**config.mk**
```make
export PLATFORM = sky130hd
export DESIGN_NAME = meter_mode_config
export DESIGN_NICKNAME = d
export VERILOG_FILES = /design/src/core/meter_cfg_pkg.sv /design/src/core/meter_mode_config.sv /design/src/core/pulse_out_gate.sv /design/src/core/rms_update_gate.sv
export VERILOG_INCLUDE_DIRS = /design/src /design/src/core
export SDC_FILE = /design/constraint.sdc
export NUM_CORES = 1
export LEC_CHECK = 0
export BUFFER_PORTS_ARGS = -buffer_cell sky130_fd_sc_hd__clkbuf_2
export CAP_MARGIN = 20
export CORE_MARGIN = 3
export CORE_UTILIZATION = 40
export DETAILED_ROUTE_END_ITERATION = 6
export PLACE_DENSITY = 0.7
export SETUP_SLACK_MARGIN = 0.4
export SYNTH_ARGS = -nofsm -noshare
export SYNTH_HDL_FRONTEND = slang
export SYNTH_SLANG_ARGS = --single-unit
```
**constraint.sdc**
```tcl
create_clock -name CLK_I -period 12.2 [get_ports CLK_I]
set_input_delay 1.22 -clock CLK_I [delete_from_list [all_inputs] [get_ports CLK_I]]
set_output_delay 1.22 -clock CLK_I [all_outputs]
set_load 0.01 [all_outputs]
```
**src/core/meter_cfg_map.svh**
```systemverilog
`ifndef METER_CFG_MAP_SVH
`define METER_CFG_MAP_SVH
// Overview of operation
// - writing one to config-one bit 7 returns all energy registers to defaults
// - config-one bit 6 bypasses the zero-crossing low-pass filter
// - config-one bit 5 inserts the di/dt integrator in the current path
// - config-one bit 4 exchanges the roles of ADC channels one and two
// - config-one bit 3 holds both voltage and current ADCs powered down
// - config-one bit 2, reset one, disables pulse output B
// - config-one bit 1, reset one, disables pulse output A
// - config-one bit 0 bypasses high-pass filters in both channels
// - config-two bits 7:6 pick pulse B source, reset 01 reactive
// - config-two bits 5:4 pick pulse A source, reset 00 active
// - config-two bit 3 picks apparent (0) or rms current (1) for 1X
// - config-two bit 2 makes rms results update only on voltage crossings
// - config-two bit 1 picks period (0) or frequency (1) line value
// - config-two bit 0 enables waveform sampling mode
// - pulse B numerator 16 bits reset 0, denominator 16 bits reset 0x003F
// - register 0x2B holds crossing output enables, reset zero
// - register 0x3D holds calibration mode selection, reset zero

// register indexes; byte address is four times the index
`define IDX_CFG_ONE 7'h0B
`define IDX_CFG_TWO 7'h0C
`define IDX_B_NUM 7'h29
`define IDX_B_DEN 7'h2A
`define IDX_XING 7'h2B
`define IDX_RSVD_A 7'h3B
`define IDX_RSVD_B 7'h3C
`define IDX_CAL 7'h3D
`define IDX_RSVD_C 7'h3E
`define IDX_RSVD_D 7'h3F

`define RST_CFG_ONE 8'h06
`define RST_CFG_TWO 8'h40
`define RST_B_NUM 16'h0000
`define RST_B_DEN 16'h003F
`define RST_XING 8'h00
`define RST_RSVD_A 8'h00
`define RST_RSVD_B 16'h0300
`define RST_CAL 8'h00
`define RST_RSVD_C 8'h00
`define RST_RSVD_D 8'h00

// config-one bits
`define B1_SOFT_RST 7
`define B1_ZX_BYP 6
`define B1_DIDT 5
`define B1_EXCH 4
`define B1_SLEEP 3
`define B1_B_OFF 2
`define B1_A_OFF 1
`define B1_DC_BYP 0
// config-two fields
`define B2_B_SRC_HI 7
`define B2_B_SRC_LO 6
`define B2_A_SRC_HI 5
`define B2_A_SRC_LO 4
`define B2_PICK 3
`define B2_ZX_RMS 2
`define B2_RATE 1
`define B2_WAVE 0
`endif

```
**src/core/meter_cfg_pkg.sv**
```systemverilog
`default_nettype none
package meter_cfg_pkg;
   typedef logic [6:0] reg_idx_t;
   typedef enum logic [1:0] {
      SRC_ACTIVE,
      SRC_REACTIVE,
      SRC_APPARENT,
      SRC_CURRENT
   } pulse_src_t;

   // 1X fields share one pick bit, so both outputs follow the same choice
   function automatic pulse_src_t src_of(input logic [1:0] field, input logic pick);
      if (field[1]) begin
         return pick ? SRC_CURRENT : SRC_APPARENT;
      end
      return field[0] ? SRC_REACTIVE : SRC_ACTIVE;
   endfunction
endpackage
`default_nettype wire

```
**src/core/meter_mode_config.sv**
```systemverilog
`timescale 1ns/1ps
`default_nettype none
`include "meter_cfg_map.svh"
module meter_mode_config #(
   parameter int ADDR_W = 9,
   parameter int SAMPLE_W = 24
) (
   input wire logic CLK_I,                    // core clock, 250 MHz
   input wire logic RST_I,                    // async reset, high
   input wire logic PSEL_I,                   // apb select
   input wire logic PENABLE_I,                // apb access phase
   input wire logic PWRITE_I,                 // apb direction
   input wire logic [ADDR_W-1:0] PADDR_I,     // apb byte address
   input wire logic [31:0] PWDATA_I,          // apb write data
   input wire logic [3:0] PSTRB_I,            // apb byte lanes
   output logic [31:0] PRDATA_O,              // apb read data
   output logic PREADY_O,                     // apb ready
   output logic PSLVERR_O,                    // unmapped access
   output logic ENERGY_RST_O,                 // soft reset pulse
   output logic ZX_FILTER_BYPASS_O,           // crossing lpf off
   output logic DIDT_ACCUMULATE_ON_O,         // integrator in path
   output logic ADC_CHANNEL_EXCHANGE_O,       // channels swapped
   output logic ADC_SLEEP_O,                  // adcs powered down
   output logic DC_REMOVAL_BYPASS_O,          // hpfs off
   output meter_cfg_pkg::pulse_src_t PULSE_OUT_A_SOURCE_O, // pulse A source
   output meter_cfg_pkg::pulse_src_t PULSE_OUT_B_SOURCE_O, // pulse B source
   output logic RMS_UPDATE_ON_CROSSING_O,     // rms held to crossings
   output logic PERIOD_OR_RATE_PICK_O,        // 1 = frequency
   output logic WAVEFORM_CAPTURE_ON_O,        // waveform mode
   output logic [15:0] PULSE_B_NUMERATOR_O,   // pulse B numerator
   output logic [15:0] PULSE_B_DENOMINATOR_O, // pulse B denominator
   output logic [7:0] CROSSING_OUTPUT_CONFIG_O, // crossing enables
   output logic [7:0] CALIBRATION_SELECT_O,   // calibration mode
   input wire logic [SAMPLE_W-1:0] ADC_CHANNEL_ONE_I, // channel one sample
   input wire logic [SAMPLE_W-1:0] ADC_CHANNEL_TWO_I, // channel two sample
   input wire logic ADC_VALID_I,              // samples valid pulse
   output logic [SAMPLE_W-1:0] CURR_SAMPLE_O, // current path sample
   output logic [SAMPLE_W-1:0] VOLT_SAMPLE_O, // voltage path sample
   output logic SAMPLE_VALID_O,               // samples valid pulse
   input wire logic [3:0] PULSE_RAW_I,        // raw pulses by source
   output logic PULSE_OUT_A_O,                // frequency output A
   output logic PULSE_OUT_B_O,                // frequency output B
   input wire logic RMS_READY_I,              // new rms result
   input wire logic VOLT_CROSSING_I,          // voltage zero crossing
   output logic RMS_UPDATE_O,                 // rms register load
   input wire logic [15:0] LINE_PERIOD_I,     // measured period
   input wire logic [15:0] LINE_RATE_I,       // measured frequency
   output logic [15:0] LINE_PERIOD_VALUE_O    // line period register
);
   import meter_cfg_pkg::*;

   logic [7:0] cfg_one_r;
   logic [7:0] cfg_two_r;
   logic [15:0] b_num_r;
   logic [15:0] b_den_r;
   logic [7:0] xing_r;
   logic [7:0] rsvd_a_r;
   logic [15:0] rsvd_b_r;
   logic [7:0] cal_r;
   logic [7:0] rsvd_c_r;
   logic [7:0] rsvd_d_r;
   logic [31:0] rdata_nxt;
   logic soft_rst_r;
   reg_idx_t idx;
   logic aligned;
   logic mapped;
   logic setup;
   logic access;
   logic wr;
   logic soft_rst;
   logic high_zero;

   function automatic logic is_mapped(input reg_idx_t i);
      unique case (i)
         `IDX_CFG_ONE, `IDX_CFG_TWO, `IDX_B_NUM, `IDX_B_DEN, `IDX_XING,
         `IDX_RSVD_A, `IDX_RSVD_B, `IDX_CAL, `IDX_RSVD_C, `IDX_RSVD_D: begin
            return 1'b1;
         end
         default: begin
            return 1'b0;
         end
      endcase
   endfunction

   // byte lane merge for the 16-bit registers
   function automatic logic [15:0] merge16(input logic [15:0] old,
                                           input logic [31:0] wd,
                                           input logic [3:0] strb);
      logic [15:0] res;
      res = old;
      if (strb[0]) begin
         res[7:0] = wd[7:0];
      end
      if (strb[1]) begin
         res[15:8] = wd[15:8];
      end
      return res;
   endfunction

   function automatic logic write_hit(input reg_idx_t want, input reg_idx_t got,
                                      input logic w, input logic lane);
      return w && lane && (want == got);
   endfunction

   // index sits in address bits 8:2; higher bits or a misaligned address map nothing
   assign idx = reg_idx_t'(PADDR_I[8:2]);
   assign aligned = (PADDR_I[1:0] == 2'b00);
   // a wider address bus must not alias the register map
   assign high_zero = ((PADDR_I >> 9) == '0);
   assign mapped = aligned && high_zero && is_mapped(idx);
   assign setup = PSEL_I && !PENABLE_I;
   assign access = PSEL_I && PENABLE_I;
   assign wr = access && PWRITE_I && mapped;
   assign soft_rst = write_hit(`IDX_CFG_ONE, idx, wr, PSTRB_I[0])
                     && PWDATA_I[`B1_SOFT_RST];

   // zero-wait slave: every access completes in its first access cycle
   assign PREADY_O = 1'b1;
   assign PSLVERR_O = access && !mapped;

   // soft reset wins over the write that carries it, so bit 7 never reads back as one
   always_ff @(posedge CLK_I or posedge RST_I) begin
      if (RST_I) begin
         cfg_one_r <= `RST_CFG_ONE;
      end else if (soft_rst) begin
         cfg_one_r <= `RST_CFG_ONE;
      end else if (write_hit(`IDX_CFG_ONE, idx, wr, PSTRB_I[0])) begin
         cfg_one_r <= {1'b0, PWDATA_I[6:0]};
      end
   end

   always_ff @(posedge CLK_I or posedge RST_I) begin
      if (RST_I) begin
         cfg_two_r <= `RST_CFG_TWO;
      end else if (soft_rst) begin
         cfg_two_r <= `RST_CFG_TWO;
      end else if (write_hit(`IDX_CFG_TWO, idx, wr, PSTRB_I[0])) begin
         cfg_two_r <= PWDATA_I[7:0];
      end
   end

   // 16-bit registers take each byte lane on its own
   always_ff @(posedge CLK_I or posedge RST_I) begin
      if (RST_I) begin
         b_num_r <= `RST_B_NUM;
      end else if (soft_rst) begin
         b_num_r <= `RST_B_NUM;
      end else if (wr && idx == `IDX_B_NUM) begin
         b_num_r <= merge16(b_num_r, PWDATA_I, PSTRB_I);
      end
   end

   always_ff @(posedge CLK_I or posedge RST_I) begin
      if (RST_I) begin
         b_den_r <= `RST_B_DEN;
      end else if (soft_rst) begin
         b_den_r <= `RST_B_DEN;
      end else if (wr && idx == `IDX_B_DEN) begin
         b_den_r <= merge16(b_den_r, PWDATA_I, PSTRB_I);
      end
   end

   // 8-bit registers need lane 0; upper lanes are dropped
   always_ff @(posedge CLK_I or posedge RST_I) begin
      if (RST_I) begin
         xing_r <= `RST_XING;
      end else if (soft_rst) begin
         xing_r <= `RST_XING;
      end else if (write_hit(`IDX_XING, idx, wr, PSTRB_I[0])) begin
         xing_r <= PWDATA_I[7:0];
      end
   end

   always_ff @(posedge CLK_I or posedge RST_I) begin
      if (RST_I) begin
         cal_r <= `RST_CAL;
      end else if (soft_rst) begin
         cal_r <= `RST_CAL;
      end else if (write_hit(`IDX_CAL, idx, wr, PSTRB_I[0])) begin
         cal_r <= PWDATA_I[7:0];
      end
   end

   // reserved slots store what is written; other than default is unsupported
   always_ff @(posedge CLK_I or posedge RST_I) begin
      if (RST_I) begin
         rsvd_a_r <= `RST_RSVD_A;
      end else if (soft_rst) begin
         rsvd_a_r <= `RST_RSVD_A;
      end else if (write_hit(`IDX_RSVD_A, idx, wr, PSTRB_I[0])) begin
         rsvd_a_r <= PWDATA_I[7:0];
      end
   end

   always_ff @(posedge CLK_I or posedge RST_I) begin
      if (RST_I) begin
         rsvd_b_r <= `RST_RSVD_B;
      end else if (soft_rst) begin
         rsvd_b_r <= `RST_RSVD_B;
      end else if (wr && idx == `IDX_RSVD_B) begin
         rsvd_b_r <= merge16(rsvd_b_r, PWDATA_I, PSTRB_I);
      end
   end

   always_ff @(posedge CLK_I or posedge RST_I) begin
      if (RST_I) begin
         rsvd_c_r <= `RST_RSVD_C;
      end else if (soft_rst) begin
         rsvd_c_r <= `RST_RSVD_C;
      end else if (write_hit(`IDX_RSVD_C, idx, wr, PSTRB_I[0])) begin
         rsvd_c_r <= PWDATA_I[7:0];
      end
   end

   always_ff @(posedge CLK_I or posedge RST_I) begin
      if (RST_I) begin
         rsvd_d_r <= `RST_RSVD_D;
      end else if (soft_rst) begin
         rsvd_d_r <= `RST_RSVD_D;
      end else if (write_hit(`IDX_RSVD_D, idx, wr, PSTRB_I[0])) begin
         rsvd_d_r <= PWDATA_I[7:0];
      end
   end

   always_ff @(posedge CLK_I or posedge RST_I) begin
      if (RST_I) begin
         soft_rst_r <= 1'b0;
      end else begin
         soft_rst_r <= soft_rst;
      end
   end
   assign ENERGY_RST_O = soft_rst_r;

   always_comb begin
      rdata_nxt = 32'h0000_0000;
      if (aligned && high_zero) begin
         unique case (idx)
            `IDX_CFG_ONE: rdata_nxt[7:0] = cfg_one_r;
            `IDX_CFG_TWO: rdata_nxt[7:0] = cfg_two_r;
            `IDX_B_NUM: rdata_nxt[15:0] = b_num_r;
            `IDX_B_DEN: rdata_nxt[15:0] = b_den_r;
            `IDX_XING: rdata_nxt[7:0] = xing_r;
            `IDX_RSVD_A: rdata_nxt[7:0] = rsvd_a_r;
            `IDX_RSVD_B: rdata_nxt[15:0] = rsvd_b_r;
            `IDX_CAL: rdata_nxt[7:0] = cal_r;
            `IDX_RSVD_C: rdata_nxt[7:0] = rsvd_c_r;
            `IDX_RSVD_D: rdata_nxt[7:0] = rsvd_d_r;
            default: rdata_nxt = 32'h0000_0000;
         endcase
      end
   end

   // read data is captured in the setup cycle and stands through the access cycle
   always_ff @(posedge CLK_I or posedge RST_I) begin
      if (RST_I) begin
         PRDATA_O <= 32'h0000_0000;
      end else if (setup && !PWRITE_I) begin
         PRDATA_O <= rdata_nxt;
      end
   end

   assign ZX_FILTER_BYPASS_O = cfg_one_r[`B1_ZX_BYP];
   assign DIDT_ACCUMULATE_ON_O = cfg_one_r[`B1_DIDT];
   assign ADC_CHANNEL_EXCHANGE_O = cfg_one_r[`B1_EXCH];
   assign ADC_SLEEP_O = cfg_one_r[`B1_SLEEP];
   assign DC_REMOVAL_BYPASS_O = cfg_one_r[`B1_DC_BYP];
   assign PULSE_OUT_B_SOURCE_O = src_of(cfg_two_r[`B2_B_SRC_HI:`B2_B_SRC_LO],
                                        cfg_two_r[`B2_PICK]);
   assign PULSE_OUT_A_SOURCE_O = src_of(cfg_two_r[`B2_A_SRC_HI:`B2_A_SRC_LO],
                                        cfg_two_r[`B2_PICK]);
   assign RMS_UPDATE_ON_CROSSING_O = cfg_two_r[`B2_ZX_RMS];
   assign PERIOD_OR_RATE_PICK_O = cfg_two_r[`B2_RATE];
   assign WAVEFORM_CAPTURE_ON_O = cfg_two_r[`B2_WAVE];
   assign PULSE_B_NUMERATOR_O = b_num_r;
   assign PULSE_B_DENOMINATOR_O = b_den_r;
   assign CROSSING_OUTPUT_CONFIG_O = xing_r;
   assign CALIBRATION_SELECT_O = cal_r;

   // channel one carries current and channel two voltage unless exchanged;
   // while asleep the samples read zero and no valid pulse is passed on
   always_ff @(posedge CLK_I or posedge RST_I) begin
      if (RST_I) begin
         CURR_SAMPLE_O <= '0;
         VOLT_SAMPLE_O <= '0;
         SAMPLE_VALID_O <= 1'b0;
      end else if (cfg_one_r[`B1_SLEEP]) begin
         CURR_SAMPLE_O <= '0;
         VOLT_SAMPLE_O <= '0;
         SAMPLE_VALID_O <= 1'b0;
      end else begin
         SAMPLE_VALID_O <= ADC_VALID_I;
         if (ADC_VALID_I) begin
            if (cfg_one_r[`B1_EXCH]) begin
               CURR_SAMPLE_O <= ADC_CHANNEL_TWO_I;
               VOLT_SAMPLE_O <= ADC_CHANNEL_ONE_I;
            end else begin
               CURR_SAMPLE_O <= ADC_CHANNEL_ONE_I;
               VOLT_SAMPLE_O <= ADC_CHANNEL_TWO_I;
            end
         end
      end
   end

   always_ff @(posedge CLK_I or posedge RST_I) begin
      if (RST_I) begin
         LINE_PERIOD_VALUE_O <= 16'h0000;
      end else if (cfg_two_r[`B2_RATE]) begin
         LINE_PERIOD_VALUE_O <= LINE_RATE_I;
      end else begin
         LINE_PERIOD_VALUE_O <= LINE_PERIOD_I;
      end
   end

   pulse_out_gate gate_a (
      .CLK_I(CLK_I),
      .RST_I(RST_I),
      .off_i(cfg_one_r[`B1_A_OFF]),
      .src_i(PULSE_OUT_A_SOURCE_O),
      .raw_i(PULSE_RAW_I),
      .pulse_o(PULSE_OUT_A_O)
   );

   pulse_out_gate gate_b (
      .CLK_I(CLK_I),
      .RST_I(RST_I),
      .off_i(cfg_one_r[`B1_B_OFF]),
      .src_i(PULSE_OUT_B_SOURCE_O),
      .raw_i(PULSE_RAW_I),
      .pulse_o(PULSE_OUT_B_O)
   );

   rms_update_gate rms_gate (
      .CLK_I(CLK_I),
      .RST_I(RST_I),
      .on_crossing_i(cfg_two_r[`B2_ZX_RMS]),
      .ready_i(RMS_READY_I),
      .crossing_i(VOLT_CROSSING_I),
      .update_o(RMS_UPDATE_O)
   );
endmodule
`default_nettype wire

```
**src/core/pulse_out_gate.sv**
```systemverilog
`timescale 1ns/1ps
`default_nettype none
module pulse_out_gate (
   input wire logic CLK_I,                        // core clock
   input wire logic RST_I,                        // async reset, high
   input wire logic off_i,                        // output disabled
   input wire meter_cfg_pkg::pulse_src_t src_i,   // chosen source
   input wire logic [3:0] raw_i,                  // raw pulses by source
   output logic pulse_o                           // gated pulse
);
   import meter_cfg_pkg::*;

   always_ff @(posedge CLK_I or posedge RST_I) begin
      if (RST_I) begin
         pulse_o <= 1'b0;
      end else begin
         pulse_o <= !off_i && raw_i[src_i];
      end
   end
endmodule
`default_nettype wire

```
**src/core/rms_update_gate.sv**
```systemverilog
`timescale 1ns/1ps
`default_nettype none
module rms_update_gate (
   input wire logic CLK_I,         // core clock
   input wire logic RST_I,         // async reset, high
   input wire logic on_crossing_i, // hold updates for crossings
   input wire logic ready_i,       // new rms result pulse
   input wire logic crossing_i,    // voltage zero crossing pulse
   output logic update_o           // rms register load pulse
);
   logic pending_r;

   // a result that lands while waiting is kept until the next crossing
   always_ff @(posedge CLK_I or posedge RST_I) begin
      if (RST_I) begin
         pending_r <= 1'b0;
         update_o <= 1'b0;
      end else if (!on_crossing_i) begin
         pending_r <= 1'b0;
         update_o <= ready_i;
      end else if (crossing_i && (pending_r || ready_i)) begin
         pending_r <= 1'b0;
         update_o <= 1'b1;
      end else begin
         pending_r <= pending_r || ready_i;
         update_o <= 1'b0;
      end
   end
endmodule
`default_nettype wire

```
==> flow_summary.json <==
{
  "wirelength_mm": 27.65,
  "timing.rr.start": "CALIBRATION_SELECT_O[1]",
  "worstReg2RegEnd": "PRDATA_O[1]",
  "crit_path_start_kind": "input pin",
  "p_leak_uw": 0.005178,
  "fp-row-count": 55,
  "synth.avg_cell_area_um2": 10.66,
  "ys_async_sr_fraction": 1.000,
  "finalCritPeriodShare": 0.3338,
  "cts-resized-gates": 0,
  "ioPinCount": 300,
  "slew_viol_final": 0,
  "num_antenna_cells": 0,
  "setup_viol_count_final": 0,
  "fin_setup_tns_ps": 0,
  "core_area_um2": 22710,
  "cp_cell_sequence": "clkbuf_2, nor4_1, o311ai_0, a21oi_1, nor2_1, clkbuf_2",
  "htree_levels": 4,
  "clk_pin_slew_worst_paths_ps": 70,
  "numCtsBuffers": 17,
  "place_congestion": 0.8506,
  "antenna_found_initial": 0,
  "cp_max_fo": 38,
  "yosys_warnings": 0,
  "ant_nets": 0,
  "start_util": 0.4076,
  "regArea_um2": 4745,
  "skew_ps": 11.35,
  "grt_max_degree": 129,
  "drt_iter0_drc": 495,
  "rrSetupSlack_ps": 9860,
  "reg2regPathDepth": 4,
  "timing.hold.ws_ps": 485.0,
  "via_count": 7641,
  "ys_types": 60,
  "fin_util": 0.4924,
  "die_height_um": 158.1,
  "track_usage": 0.2137,
  "maxSlewHeadroom": 0.2156,
  "die_x_um": 158.1,
  "powerDensity_nw_per_um2": 120.9,
  "status": "completed",
  "first_pass_iters": 5,
  "nets": 1220,
  "hold_viol_final": 0,
  "grt_pass1_wl_mm": 41.59,
  "post-cts-setup-buffer-count": 0,
  "synthFlopType": "dfrtp_1",
  "crit_required_ps": 10980,
  "multi_input_area_um2": 4068,
  "hpwl_mm": 19.54,
  "drive_above_1_share": 0.3276,
  "endpoint_kind": "primary output",
  "fin_cells": 1381,
  "synth_edf_count": 0,
  "worstMarginPinSlew_ps": 1147,
  "maxCapViolCount": 0,
  "clkLatencyLatePin_ps": 420,
  "drcViolationCount": 0,
  "clkSinkCount": 189,
  "ys_seq_area_frac": 0.5124,
  "overflow": 0,
  "vdd_ir_drop_max_mv": 0.09919,
  "fin_crit_ps": 4072,
  "area_delta_synth_final_pct": 20.80,
  "viasPerCell": 5.533,
  "worstPathArrival_ps": 2850,
  "crit_path_frequent_cell": "clkbuf_2",
  "cp_slowest_cell": "clkbuf_2",
  "placed_cells": 1349,
  "post_drt_wl_per_cell_um": 20.02,
  "netlist_area_um2": 9256,
  "tritoncts": "built",
  "max_freq_mhz": 245.6,
  "cts_buffer_depth": 2,
  "grt_pass1_vias": 7206,
  "criticalPathCategory": "in -> out",
  "fillers": 2100,
  "cts_hold_buf": 0,
  "synth-seq-cells": 189,
  "synth_cells": 868,
  "cts-root-buf": "clkbuf_16",
  "port_buffers": 264,
  "crit_end": "PSLVERR_O",
  "rsz0062_at_grt": "no",
  "cp_slowest_stage_delay_ps": 660,
  "min_path_type": "reg -> reg",
  "crit_start": "PADDR_I[2]",
  "dieArea_um2": 25000
}
## report_power, final
| group | internal [uW] | switching (uW) |
|---|---|---|
| combinational | 48.3 | 81.0 |
| sequential | 646 | 10.3 |
| clock | 283 | 284 |
| total | 977 | 375 |
## routing by layer
metal / GRT usage / wire length (um)
met5: 0 / 0
met4: 0.07497 / 711
met3: 0.04784 / 2320
met2: 0.3332 / 12690
met1: 0.2950 / 11930
## synthesized netlist by cell type, types with 2 or more instances
cell       instances  area, um^2
dfrtp_1          178        4454
nor2_1           122       457.9
mux2i_1          111        1111
nand2_1           54       202.7
a211oi_1          53       397.9
a21oi_1           39       195.2
clkbuf_1          36       135.1
o21ai_0           27       135.1
mux2_2            22       247.7
nand3_1           22       110.1
buf_2             21       105.1
buf_4             20       150.1
a22o_1            14       122.6
a22oi_1           14       105.1
dfstp_2           11       289.0
buf_1              9       33.78
inv_1              9       33.78
nand4_1            9       56.30
nand4b_1           8       70.07
and3_1             7       43.79
mux4_2             6       135.1
nor2b_1            6       37.54
o22a_1             6       52.55
nor4_1             5       31.28
o22ai_1            5       31.28
a2111oi_0          4       35.03
and2_1             4       25.02
buf_6              4       45.04
nand2b_1           3       18.77
nor3_4             3       48.80
and3b_1            2       17.52
and4b_1            2       20.02
conb_1             2       7.510
nor4b_2            2       30.03
o2bb2ai_1          2       17.52
or2_1              2       12.51
## logic make-up (layout without fill, tap and decap cells)
group | after synthesis | in the layout | synth area share
other | 2 | 17 | 0.0008113
AND/OR/NAND/NOR | 265 | 265 | 0.1427
buffers and inverters | 99 | 312 | 0.05434
AO/OA/AOI/OAI | 174 | 174 | 0.1283
multiplexers | 139 | 139 | 0.1614
flip-flops | 189 | 189 | 0.5124
## stage by stage
| step | total power (uW) | worst slack (ps) | cell area [um^2] |
|---|---|---|---|
| 2_1_floorplan | 741.0 | 5856 | 9313 |
| 3_3_place_gp | 795.8 | 8178 | 10580 |
| 3_5_place_dp | 798.4 | 8177 | 10580 |
| 4_1_cts | 1363 | 8170 | 11180 |
| 5_1_grt | 1408 | 7987 | 11180 |
| 6_report | 1351 | 8128 | 11180 |
## final cells by class
| type | count | share of cell area |
|---|---|---|
| well taps | 285 | 0.03189 |
| clock inverters | 14 | 0.01421 |
| repair buffers | 271 | 0.1229 |
| inverters | 9 | 0.003693 |
| flip-flops and latches | 189 | 0.4243 |
| multi-input cells | 595 | 0.3638 |
| clock buffers | 18 | 0.03927 |
## flip-flops by register name, indices dropped and copies added (netlist names), 7 cells and up
name and count:
VOLT_SAMPLE_O 24, PULSE_B_DENOMINATOR_O 16, rsvd_a_r 8, rsvd_c_r 8, CALIBRATION_SELECT_O 8, cfg_one_r 7, PRDATA_O 16, rsvd_d_r 8
CURR_SAMPLE_O 24, cfg_two_r 8, PULSE_B_NUMERATOR_O 16, CROSSING_OUTPUT_CONFIG_O 8, LINE_PERIOD_VALUE_O 16, rsvd_b_r 16
## critical path: cells and delay by family
kind	cells	cell delay, ps
simple gates	2	310
buf+inv	2	840
compound gates	2	460
## cell usage in the layout (no fill, tap or decap), drive strengths merged, types with 22 or more instances in the layout
cell type	n
dfrtp	178
nor2	123
nand3	22
nand2	55
mux2	22
a211oi	53
o21ai	28
mux2i	111
clkbuf	282
a21oi	39
## how the worst min path moves through the flow
stage,from,end,cells past startpoint
5_1_grt,rsvd_b_r[7],rsvd_b_r[7],1
2_1_floorplan,rsvd_b_r[7],rsvd_b_r[7],1
3_5_place_dp,rsvd_b_r[7],rsvd_b_r[7],1
4_1_cts,PRDATA_O[3],PRDATA_O[3],2
3_3_place_gp,PRDATA_O[3],PRDATA_O[3],2
6_report,PRDATA_O[3],PRDATA_O[3],2
(Power assumes the default switching activity.)
